<file path="config.mk">
export PLATFORM = sky130hd
export DESIGN_NAME = disk_adapter_ctrl
export DESIGN_NICKNAME = d
export VERILOG_FILES = /design/src/disk_adapter_pkg.sv /design/src/disk_adapter_ctrl.sv
export SDC_FILE = /design/constraint.sdc
export NUM_CORES = 1
export LEC_CHECK = 0
export BUFFER_PORTS_ARGS = -buffer_cell sky130_fd_sc_hd__buf_2
export CAP_MARGIN = 20
export CORE_ASPECT_RATIO = 1.75
export CORE_MARGIN = 5
export CORE_UTILIZATION = 49
export DETAILED_ROUTE_END_ITERATION = 6
export GPL_ROUTABILITY_DRIVEN = 0
export PLACE_DENSITY = 0.83
export RECOVER_POWER = 25
export SETUP_SLACK_MARGIN = 0.05
export SYNTH_ARGS = -nofsm -noshare
export SYNTH_HDL_FRONTEND = slang
export SYNTH_SLANG_ARGS = --single-unit
</file>
<file path="constraint.sdc">
create_clock -name pclk -period 1.6 [get_ports pclk]
set_clock_uncertainty 0.05 [all_clocks]
set_input_delay 0.16 -clock pclk [delete_from_list [all_inputs] [get_ports pclk]]
set_output_delay 0.16 -clock pclk [all_outputs]
set_load 0.05 [all_outputs]
</file>
<file path="src/disk_adapter_pkg.sv">
// constants, register map and carrier types for the disk adapter control block
package disk_adapter_pkg;

    // register byte offsets on the apb slave
    localparam logic [7:0] OFF_CTRL   = 8'h00;
    localparam logic [7:0] OFF_STATUS = 8'h04;
    localparam logic [7:0] OFF_MAINT  = 8'h08;
    localparam logic [7:0] OFF_ECC    = 8'h0C;
    localparam logic [7:0] OFF_ERR1   = 8'h10;
    localparam logic [7:0] OFF_ERR2   = 8'h14;

    // control register fields
    localparam int CTRL_DRV_CLR = 0;   // write one: drive clear command
    localparam int CTRL_PORT_B  = 1;   // software port select, 1 = second port
    localparam int CTRL_DUAL    = 2;   // second-port transceivers fitted
    localparam int CTRL_SEARCH  = 3;   // search-enable latch
    localparam int CTRL_ON      = 4;   // on-latch

    // status register fields
    localparam int STAT_ATTN    = 0;   // attention flag, write one to clear
    localparam int STAT_STATE   = 1;   // two bits of sequencer state
    localparam int STAT_READY   = 3;
    localparam int STAT_PLUG    = 4;
    localparam int STAT_FAULT   = 5;
    localparam int STAT_PORT_B  = 6;

    localparam int REG_W        = 16;
    localparam int SYNC_W       = 30;

    // reset values
    localparam logic [15:0] MAINT_RST = 16'h0000;
    localparam logic [15:0] ECC_RST   = 16'h0000;
    localparam logic [15:0] ERR_RST   = 16'h0000;
    localparam logic [4:0]  CTRL_RST  = 5'h10;   // on-latch set, rest clear

    typedef enum logic [1:0] {st_off, st_start, st_run, st_fail} seq_state_t;

    // one controller port as seen through its transceivers
    typedef struct packed {
        logic       demand;
        logic       init;
        logic [2:0] drive_select_lines;
        logic [4:0] reg_sel;
    } port_bus_t;

    // power sequence inputs from the chain and the drive
    typedef struct packed {
        logic start_req;
        logic dc_ok;
        logic grant_in_n;
        logic start_busy_line;
        logic unit_ready;
        logic drive_fault;
    } seq_in_t;

    // power sequence outputs
    typedef struct packed {
        logic power_pick;
        logic power_hold;
        logic grant_out_n;
        logic busy_out;
        logic busy_oe_n;
    } seq_out_t;

    typedef struct packed {
        logic       present;
        logic [2:0] unit_plug_address;
    } unit_plug_t;

    localparam seq_out_t SEQ_OUT_RST = 5'h1D;   // pick, hold, no grant, released

endpackage

</file>
<file path="src/disk_adapter_ctrl.sv">
// power sequencing, initialize/clear and drive selection for the disk adapter
//
// The address map and register access over APB were left to the implementer.
`timescale 1ns/1ps
`default_nettype none

// What this block does
// - start only with start request, dc good, permit low and busy line high
// - hold off while another drive keeps the start-busy line low
// - on start negate pick and hold, pull start-busy line low
// - while starting watch ready; on ready pass permit on, release busy
// - failed start still passes permit until fault clears, then restart
// - switched off: pick and hold asserted, permit still passed along
// - after a stop, restart normally when start request returns
// - stopped drive passes incoming permit through unchanged
// - first drive in chain sees incoming permit tied low
// - initialize from either port clears attention and makes clear pulse
// - clear pulse resets maintenance bit 0, latches, ecc and error registers
// - power good at power-on and drive clear command also make clear pulse
// - compare three-bit drive select with three-bit unit plug address
// - one comparator per port, use the one of the selected port
// - comparators match only while the unit plug is present
// - on match start register handshake and enable register selection
// - route five register select lines of selected port onward
// - second port active only while fitted, selected only in second-port mode, same function as first
module disk_adapter_ctrl (
    input  wire logic                          pclk,             // 10 mhz system clock
    input  wire logic                          presetn,          // async reset, low
    input  wire logic [7:0]                    paddr,            // apb address
    input  wire logic                          psel,             // apb select
    input  wire logic                          penable,          // apb access phase
    input  wire logic                          pwrite,           // apb direction
    input  wire logic [31:0]                   pwdata,           // apb write data
    output logic      [31:0]                   prdata,           // apb read data
    output logic                               pready,           // apb ready
    output logic                               pslverr,          // unmapped address
    input  wire disk_adapter_pkg::port_bus_t   port_a,           // first port pins
    input  wire disk_adapter_pkg::port_bus_t   port_b,           // second port pins
    input  wire disk_adapter_pkg::seq_in_t     seq_in,           // chain and drive pins
    input  wire disk_adapter_pkg::unit_plug_t  unit_plug,        // front-panel plug
    input  wire logic                          attn_event,       // attention set pulse
    input  wire logic [15:0]                   err1_set,         // error one set bits
    input  wire logic [15:0]                   err2_set,         // error two set bits
    output disk_adapter_pkg::seq_out_t         seq_out,          // power chain outputs
    output logic                               adapter_clear_pulse, // one-cycle clear
    output logic                               drive_fault_clear,   // to drive init
    output logic                               handshake_start,  // selected and demanded
    output logic      [4:0]                    reg_select_out,   // routed register select
    output logic                               attention_flag,   // attention bit
    output logic                               search_enable,    // search-enable latch
    output logic                               on_latch          // on-latch
);
    import disk_adapter_pkg::*;

    logic [SYNC_W-1:0] s1_q;
    logic [SYNC_W-1:0] s2_q;
    logic [SYNC_W-1:0] s3_q;
    logic [SYNC_W-1:0] flt_q;
    logic [SYNC_W-1:0] flt_d;
    port_bus_t         pa_f;
    port_bus_t         pb_f;
    port_bus_t         sel_bus;
    seq_in_t           sq_f;
    unit_plug_t        plug_f;
    seq_state_t        state_q;
    seq_state_t        state_d;
    seq_out_t          seq_out_q;
    seq_out_t          seq_out_d;
    logic [4:0]        ctrl_q;
    logic [4:0]        ctrl_d;
    logic [15:0]       maint_q;
    logic [15:0]       ecc_q;
    logic [15:0]       err1_q;
    logic [15:0]       err2_q;
    logic              attn_q;
    logic              clear_q;
    logic              clear_src;
    logic [2:0]        prev_q;
    logic              init_rise;
    logic              pok_rise;
    logic              start_ok;
    logic              port_b_mode;
    logic              match_a;
    logic              match_b;
    logic              match;
    logic              hs_q;
    logic [4:0]        rsel_q;
    logic              wr_en;
    logic              setup;
    logic              hit;
    logic [31:0]       rdata_d;
    logic [31:0]       prdata_q;
    logic              slverr_d;
    logic              slverr_q;
    logic              wr_ctrl;
    logic              wr_stat;
    logic              wr_maint;
    logic              wr_ecc;
    logic              drv_clr_cmd;

    // comparator function, instanced once for each port
    function automatic logic addr_match(input logic [2:0] sel, input unit_plug_t plug);
        return plug.present && (sel == plug.unit_plug_address);
    endfunction

    // three-stage synchroniser; a bit changes once stages two and three agree
    assign flt_d = (s2_q & s3_q) | (flt_q & (s2_q | s3_q));
    always_ff @(posedge pclk or negedge presetn) begin
        if (!presetn) begin
            s1_q  <= '0;
            s2_q  <= '0;
            s3_q  <= '0;
            flt_q <= '0;
        end else begin
            s1_q  <= {port_a, port_b, seq_in, unit_plug};
            s2_q  <= s1_q;
            s3_q  <= s2_q;
            flt_q <= flt_d;
        end
    end
    assign {pa_f, pb_f, sq_f, plug_f} = flt_q;

    // start gate; the first drive has its permit input strapped low
    assign start_ok = sq_f.start_req & sq_f.dc_ok
                    & ~sq_f.grant_in_n
                    & sq_f.start_busy_line;

    // power sequencer; a stop or lost dc during start or run falls back to the idle pass state
    always_comb begin
        state_d = state_q;
        case (state_q)
            st_off: begin
                if (start_ok) state_d = st_start;
            end
            st_start: begin
                if (!sq_f.start_req || !sq_f.dc_ok) state_d = st_off;
                else if (sq_f.drive_fault) state_d = st_fail;
                else if (sq_f.unit_ready) state_d = st_run;
            end
            st_run: begin
                if (!sq_f.start_req || !sq_f.dc_ok) state_d = st_off;
            end
            st_fail: begin
                if (!sq_f.drive_fault) state_d = st_off;
            end
            default: state_d = st_off;
        endcase
    end

    // chain outputs per state; busy line is open drain, only ever pulled low
    always_comb begin
        seq_out_d = SEQ_OUT_RST;
        case (state_q)
            st_off: begin
                seq_out_d.grant_out_n = sq_f.grant_in_n;
            end
            st_start: begin
                seq_out_d.power_pick = 1'h0;
                seq_out_d.power_hold = 1'h0;
                seq_out_d.busy_oe_n  = 1'h0;
            end
            st_run: begin
                seq_out_d.power_pick  = 1'h0;
                seq_out_d.power_hold  = 1'h0;
                seq_out_d.grant_out_n = 1'h0;
            end
            st_fail: begin
                seq_out_d.grant_out_n = 1'h0;
            end
            default: seq_out_d = SEQ_OUT_RST;
        endcase
    end

    always_ff @(posedge pclk or negedge presetn) begin
        if (!presetn) begin
            state_q   <= st_off;
            seq_out_q <= SEQ_OUT_RST;
        end else begin
            state_q   <= state_d;
            seq_out_q <= seq_out_d;
        end
    end
    assign seq_out = seq_out_q;

    // clear sources: initialize edges, power good edge, drive clear command
    assign port_b_mode = ctrl_q[CTRL_DUAL] & ctrl_q[CTRL_PORT_B];
    assign init_rise   = (pa_f.init & ~prev_q[0])
                       | (ctrl_q[CTRL_DUAL] & pb_f.init & ~prev_q[1]);
    assign pok_rise    = sq_f.dc_ok & ~prev_q[2];
    assign clear_src   = init_rise | pok_rise | drv_clr_cmd;
    always_ff @(posedge pclk or negedge presetn) begin
        if (!presetn) begin
            prev_q  <= 3'h0;
            clear_q <= 1'h0;
        end else begin
            prev_q  <= {sq_f.dc_ok, pb_f.init, pa_f.init};
            clear_q <= clear_src;
        end
    end
    assign adapter_clear_pulse = clear_q;
    assign drive_fault_clear   = clear_q;   // drive drops only faults whose cause is gone

    // selection: one comparator per port, the selected port's result is used
    assign match_a = addr_match(pa_f.drive_select_lines, plug_f);
    assign match_b = addr_match(pb_f.drive_select_lines, plug_f);
    assign match   = port_b_mode ? match_b : match_a;
    assign sel_bus = port_b_mode ? pb_f : pa_f;
    always_ff @(posedge pclk or negedge presetn) begin
        if (!presetn) begin
            hs_q   <= 1'h0;
            rsel_q <= 5'h00;
        end else begin
            hs_q   <= match & sel_bus.demand;
            rsel_q <= match ? sel_bus.reg_sel : 5'h00;
        end
    end
    assign handshake_start = hs_q;
    assign reg_select_out  = rsel_q;

    // apb decode; zero wait states, read data captured in the setup cycle
    assign setup    = psel & ~penable;
    assign wr_en    = psel & penable & pwrite;
    assign wr_ctrl  = wr_en & (paddr == OFF_CTRL);
    assign wr_stat  = wr_en & (paddr == OFF_STATUS);
    assign wr_maint = wr_en & (paddr == OFF_MAINT);
    assign wr_ecc   = wr_en & (paddr == OFF_ECC);
    assign drv_clr_cmd = wr_ctrl & pwdata[CTRL_DRV_CLR];

    always_comb begin
        rdata_d = 32'h0000_0000;
        hit     = 1'h1;
        if (paddr == OFF_CTRL) begin
            rdata_d[4:0] = {ctrl_q[4:1], 1'h0};
        end else if (paddr == OFF_STATUS) begin
            rdata_d[STAT_ATTN]            = attn_q;
            rdata_d[STAT_STATE +: 2]      = state_q;
            rdata_d[STAT_READY]           = sq_f.unit_ready;
            rdata_d[STAT_PLUG]            = plug_f.present;
            rdata_d[STAT_FAULT]           = sq_f.drive_fault;
            rdata_d[STAT_PORT_B]          = port_b_mode;
        end else if (paddr == OFF_MAINT) begin
            rdata_d[REG_W-1:0] = maint_q;
        end else if (paddr == OFF_ECC) begin
            rdata_d[REG_W-1:0] = ecc_q;
        end else if (paddr == OFF_ERR1) begin
            rdata_d[REG_W-1:0] = err1_q;
        end else if (paddr == OFF_ERR2) begin
            rdata_d[REG_W-1:0] = err2_q;
        end else begin
            hit = 1'h0;
        end
        slverr_d = ~hit;
    end

    always_ff @(posedge pclk or negedge presetn) begin
        if (!presetn) begin
            prdata_q <= 32'h0000_0000;
            slverr_q <= 1'h0;
        end else if (setup) begin
            prdata_q <= pwrite ? 32'h0000_0000 : rdata_d;
            slverr_q <= slverr_d;
        end
    end
    assign prdata  = prdata_q;
    assign pready  = 1'h1;
    assign pslverr = psel & penable & slverr_q;

    // control latches; the clear pulse overrides a same-cycle software write of the on and search latches
    always_comb begin
        ctrl_d = ctrl_q;
        if (wr_ctrl) ctrl_d = {pwdata[4:1], 1'h0};
        if (clear_q) begin
            ctrl_d[CTRL_ON]     = 1'h1;
            ctrl_d[CTRL_SEARCH] = 1'h0;
        end
    end

    // registers that the clear pulse resets; hardware error sets beat the clear
    always_ff @(posedge pclk or negedge presetn) begin
        if (!presetn) begin
            ctrl_q  <= CTRL_RST;
            maint_q <= MAINT_RST;
            ecc_q   <= ECC_RST;
            err1_q  <= ERR_RST;
            err2_q  <= ERR_RST;
            attn_q  <= 1'h0;
        end else begin
            ctrl_q <= ctrl_d;
            if (clear_q) maint_q <= {maint_q[15:1], 1'h0};
            else if (wr_maint) maint_q <= pwdata[15:0];
            if (clear_q) ecc_q <= ECC_RST;
            else if (wr_ecc) ecc_q <= pwdata[15:0];
            err1_q <= (clear_q ? ERR_RST : err1_q) | err1_set;
            err2_q <= (clear_q ? ERR_RST : err2_q) | err2_set;
            if (attn_event) attn_q <= 1'h1;
            else if (clear_q || (wr_stat && pwdata[STAT_ATTN])) attn_q <= 1'h0;
        end
    end
    assign attention_flag = attn_q;
    assign search_enable  = ctrl_q[CTRL_SEARCH];
    assign on_latch       = ctrl_q[CTRL_ON];
endmodule

`default_nettype wire

</file>
# Yosys cells after proc, flatten, opt, wreduce, memory -nomap -nowiden
# Cells that the tools add are included.
[word_totals]
register_bits = 238
inputBits = 108
out_inout_bits = 50
word_cells = 126
[op_classes]
eq_ne = 14
muxes = 38
n_bitwise = 34
n_reduce_logical = 17
[ops]
columns = ["op", "count"]
rows = [
  ["16-bit two-way mux", 9],
  ["30-bit bitwise AND", 2],
  ["30-bit OR", 2],
  ["16-bit OR", 2],
  ["1-bit bitwise AND", 18],
  ["8-bit by 4-bit equality test with 1-bit output (second input constant)", 2],
  ["8-bit by 5-bit equality test with 1-bit output (second input constant)", 2],
  ["2-bit two-way mux", 8],
  ["5-bit two-way mux", 3],
  ["1-bit two-way mux", 12],
  ["11-bit two-way mux", 1],
  ["10-bit two-way mux", 1],
  ["9-bit two-way mux", 1],
  ["8-bit by 3-bit equality test with 1-bit output (second input constant)", 1],
  ["8-bit logical NOT", 1],
  ["2-bit case mux with 4 select lines", 1],
  ["2-bit nonzero test", 4],
  ["7-bit two-way mux", 1],
  ["1-bit NOT", 7],
  ["3-bit equality test", 2],
  ["2-bit inequality test (second input constant)", 3],
  ["2-bit equality test (second input constant)", 2],
  ["4-bit inequality test (second input constant)", 1],
  ["4-bit AND reduction", 1],
  ["other kinds (9)", 16],
]

# Depth between registers and ports, before layout
[depth]
ltp_word = 8
mapped_depth = 7
depth_no_buf = 5

# Least setup slack after synthesis
# Ideal clock, no wire load.
[synth_path]
path_type = "register to register"
from = "register clear_q (netlist: adapter_clear_pulse)"
to = "register maint_q[13]"
setup_time_ps = 127
t_arrival_ps = 1618
required_ps = 1423
path_slack_ps = -196
stages_incl_launch_ff = 6
path_buffers = 2
period_less_slack_ps = 1796
path_cell_list = "dfrtp_1 nor2b_1 and4_1 buf_4 buf_6 mux2_1"
[synth_via]
elab_chain_cells = 2
[synth_rtl]
columns = ["item", "line", "source"]
rows = [
  ["start: declaration", "disk_adapter_ctrl.sv:76", "logic clear_q;"],
  ["start signal: assignment", "disk_adapter_ctrl.sv:197", "clear_q <= clear_src;"],
  ["1-bit NOT (no source line)", "n/a", ""],
  ["2-bit AND reduction (no source line)", "n/a", ""],
  ["end signal: assignment", "disk_adapter_ctrl.sv:289", "if (clear_q) maint_q <= {maint_q[15:1], 1'h0};"],
  ["end signal: assignment", "disk_adapter_ctrl.sv:290", "else if (wr_maint) maint_q <= pwdata[15:0];"],
  ["end: declaration", "disk_adapter_ctrl.sv:71", "logic [15:0] maint_q;"],
]
# Every way passes these cells.
# A chain may end at the register's enable or synchronous reset.

# Final worst setup path
[layout_path]
from = "register clear_q (netlist: adapter_clear_pulse)"
to = "output port drive_fault_clear"
[layout_lines]
columns = ["item", "line", "source"]
rows = [
  ["end: declaration", "disk_adapter_ctrl.sv:46", "output logic drive_fault_clear,"],
]
# No word-level cell between the ends.

==> out/qor.yml <==
grtUsageTotal: 0.2085
timing.rr.start: "ctrl_q[2]"
max_freq_ghz: 0.6641
cts_htree_levels: 1
portBuffers: 123
gr-total-overflow: 0
vias: 5438
core_um2: 16370
end_kind: "primary output"
rsz0062_at_grt: "true"
async_flop_share: 1.000
synth_cell_types: 54
min_path_type: "in2reg"
start_util: 0.4969
hold_violations: 0
fp.dieH_um: 180.4
cp.required_ns: 1.39
start_kind: "flop"
avgViaCountPerCell: 5.214
synth-seq-cells: 221
drt_iter0_drc: 258
top_layer: "met4"
cp_data_arrival_time_ns: 1.30
min_to: "slverr_q"
yosysWarnings: 0
r2r_end: "reg_select_out[1]"
cts_setup_buffers: 0
grt_max_degree: 70
drv_slew: 0
numCtsBuffers: 20
cts.clk_slew.worst_paths_ns: 0.06
clkSinkCount: 221
min-delay-start: "paddr[3]"
crit_path_max_fanout: 6
synth_flop_cell: "dfrtp_1"
ios: 158
rrSetupSlack_ns: 0.12
worst_pin_slew_ns: 0.9892
yosysSeqAreaShare: 0.6806
setup_violations: 0
fin_util: 0.6583
synth_area_um2: 8133
design_area_um2: 10780
synth_cells: 571
wl_met1_um: 7270
grt_pass1_vias: 6127
fp.dieArea_um2: 19370
vdd_ir_drop_max_mv: 1.092
cap_violations: 0
p_total_mw: 12.65
max-slew-margin-rel: 0.3405
status: "complete, no violations"
cts_buffer_depth: 3
drive_gt1_frac: 0.3068
antenna_found_initial: 1
cts_tree: "yes"
drt_wl_total_um: 20010
p_leak_nw: 5.134
dr_wl_met2_um: 11240
fin_crit_sh: 0.9412
ant_nets: 0
clock_latency_ns: 0.48
first_pass_iters: 4
crit_type: "reg2out"
rows: 62
filler_cell_count: 1141
die_w_um: 107.4
drc: 0
ff2ff_path_depth: 4
fin_nets: 918
syn_avg_cell_area_um2: 14.24
syn2layout_area_growth_pct: 32.49
synth-edff-count: 0
grt_pass1_wl_um: 31890
finalSetupTns_ns: 0
wl_per_cell_um: 19.18
finalCriticalPeriod_ns: 1.506
hpwl_um: 13300
cts_root_buf: "clkbuf_16"
pwr_density_cell_nw_per_um2: 1174
placed_cell_area_um2: 9233
routed-wl-met3_um: 891
hold_depth: 3
==> power by group <==
group / switching, mW / internal (mW) / total (mW)
clock: 1.93 / 2.70 / 4.63
sequential: 0.248 / 6.00 / 6.25
combinational: 1.08 / 0.692 / 1.77
==> routing by layer <==
layer / GRT usage / vias to the layer above
met4: 0.06977 / 0
met5: 0 / -
met2: 0.3930 / 166
met1: 0.2365 / 2789
met3: 0.03048 / 43
li1: - / 2440
==> critical path, stage by stage (launching register included) <==
cell	delay, ns
dfrtp_2	0.36
buf_4	0.17
buf_2	0.29
==> state kept, by name, indices dropped and copies added, names as in the netlist, 16 cells and up <==
signal and flops:
maint_q 16, flt_q 30, err1_q 16, ecc_q 16
s3_q 30, s1_q 30, prdata 16, err2_q 16
s2_q 30
==> metrics by stage <==
step	instances	setup slack, ns	hold slack [ns]
after floorplan	587	-0.006906	-0.1856
after global placement	928	-0.1533	0.09294
after detailed placement	928	-0.1942	0.1069
after CTS	1042	0.05498	0.03399
after global routing	1043	0.03354	0.04298
final	1043	0.09412	0.05422
==> cells by family (layout without fill, tap and decap cells) <==
| logic type | after synthesis | after routing | share of synthesized area |
|---|---|---|---|
| flops | 221 | 221 | 0.6806 |
| fa+ha+maj | 34 | 34 | 0.04308 |
| buf+inv | 55 | 286 | 0.04123 |
| other cells | 2 | 19 | 0.0009234 |
| compound gates | 115 | 115 | 0.09939 |
| mux | 58 | 58 | 0.07538 |
| xor+xnor | 1 | 1 | 0.001077 |
| simple gates | 85 | 85 | 0.05831 |
==> Yosys cell counts (8+ instances only) <==
library cell / n / area [um2]
a21o_1: 32 / 240.2
a21oi_1: 15 / 75.07
a22o_1: 16 / 140.1
buf_2: 8 / 40.04
buf_4: 22 / 165.2
clkbuf_1: 9 / 33.78
dfrtp_1: 217 / 5430
inv_1: 9 / 33.78
maj3_1: 30 / 300.3
mux2_2: 23 / 259.0
mux2i_1: 32 / 320.3
nand2_1: 38 / 142.6
o21ai_0: 20 / 100.1
==> placed cells by master (no fill, tap or decap), drive strengths merged, types with 3 or more instances in the layout <==
master	netlist	layout
mux2	26	26
and3	4	4
a22o	16	16
dfstp	4	4
nor4b	7	7
ha	4	4
nor4	3	3
a21o	32	32
o21ai	26	26
inv	9	9
nor3b	5	5
nand3	4	4
dlygate4sd3	0	80
o221ai	5	5
clkbuf	10	31
nor2	7	7
a211oi	5	5
a22oi	3	3
nand2b	4	4
mux2i	32	32
buf	34	159
nand2	39	39
dfrtp	217	217
maj3	30	30
a21oi	15	15
a31oi	3	3
conb	2	18
clkinv	1	5
==> cell type report <==
cell class	count	area, um2	share of cell area
clock inverter	6	61.31	0.005690
tap	224	280.3	0.02601
sequential	221	5542	0.5143
multi-input combinational	311	2456	0.2279
inverter	10	37.54	0.003484
timing repair buffer	242	1814	0.1684
clock buffer	28	581.8	0.05399
antenna	1	2.502	0.0002322
==> worst max path at each step <==
stage | from | to
final | adapter_clear_pulse | drive_fault_clear
after global routing | state_q[0] | state_q[1]
after CTS | state_q[1] | state_q[1]
after detailed placement | paddr[6] | prdata[8]
after global placement | paddr[6] | prdata[12]
after floorplan | adapter_clear_pulse | maint_q[10]
==> timing repair <==
item | CTS | global route
hold buffers | 80 | 0
endpoints found under the setup margin | 8 | 9
endpoints found under the hold margin | 162 | 0
pin swaps | 0 | 3
resized for setup | 7 | 16
No activity file was read; power rests on OpenSTA's default activity.
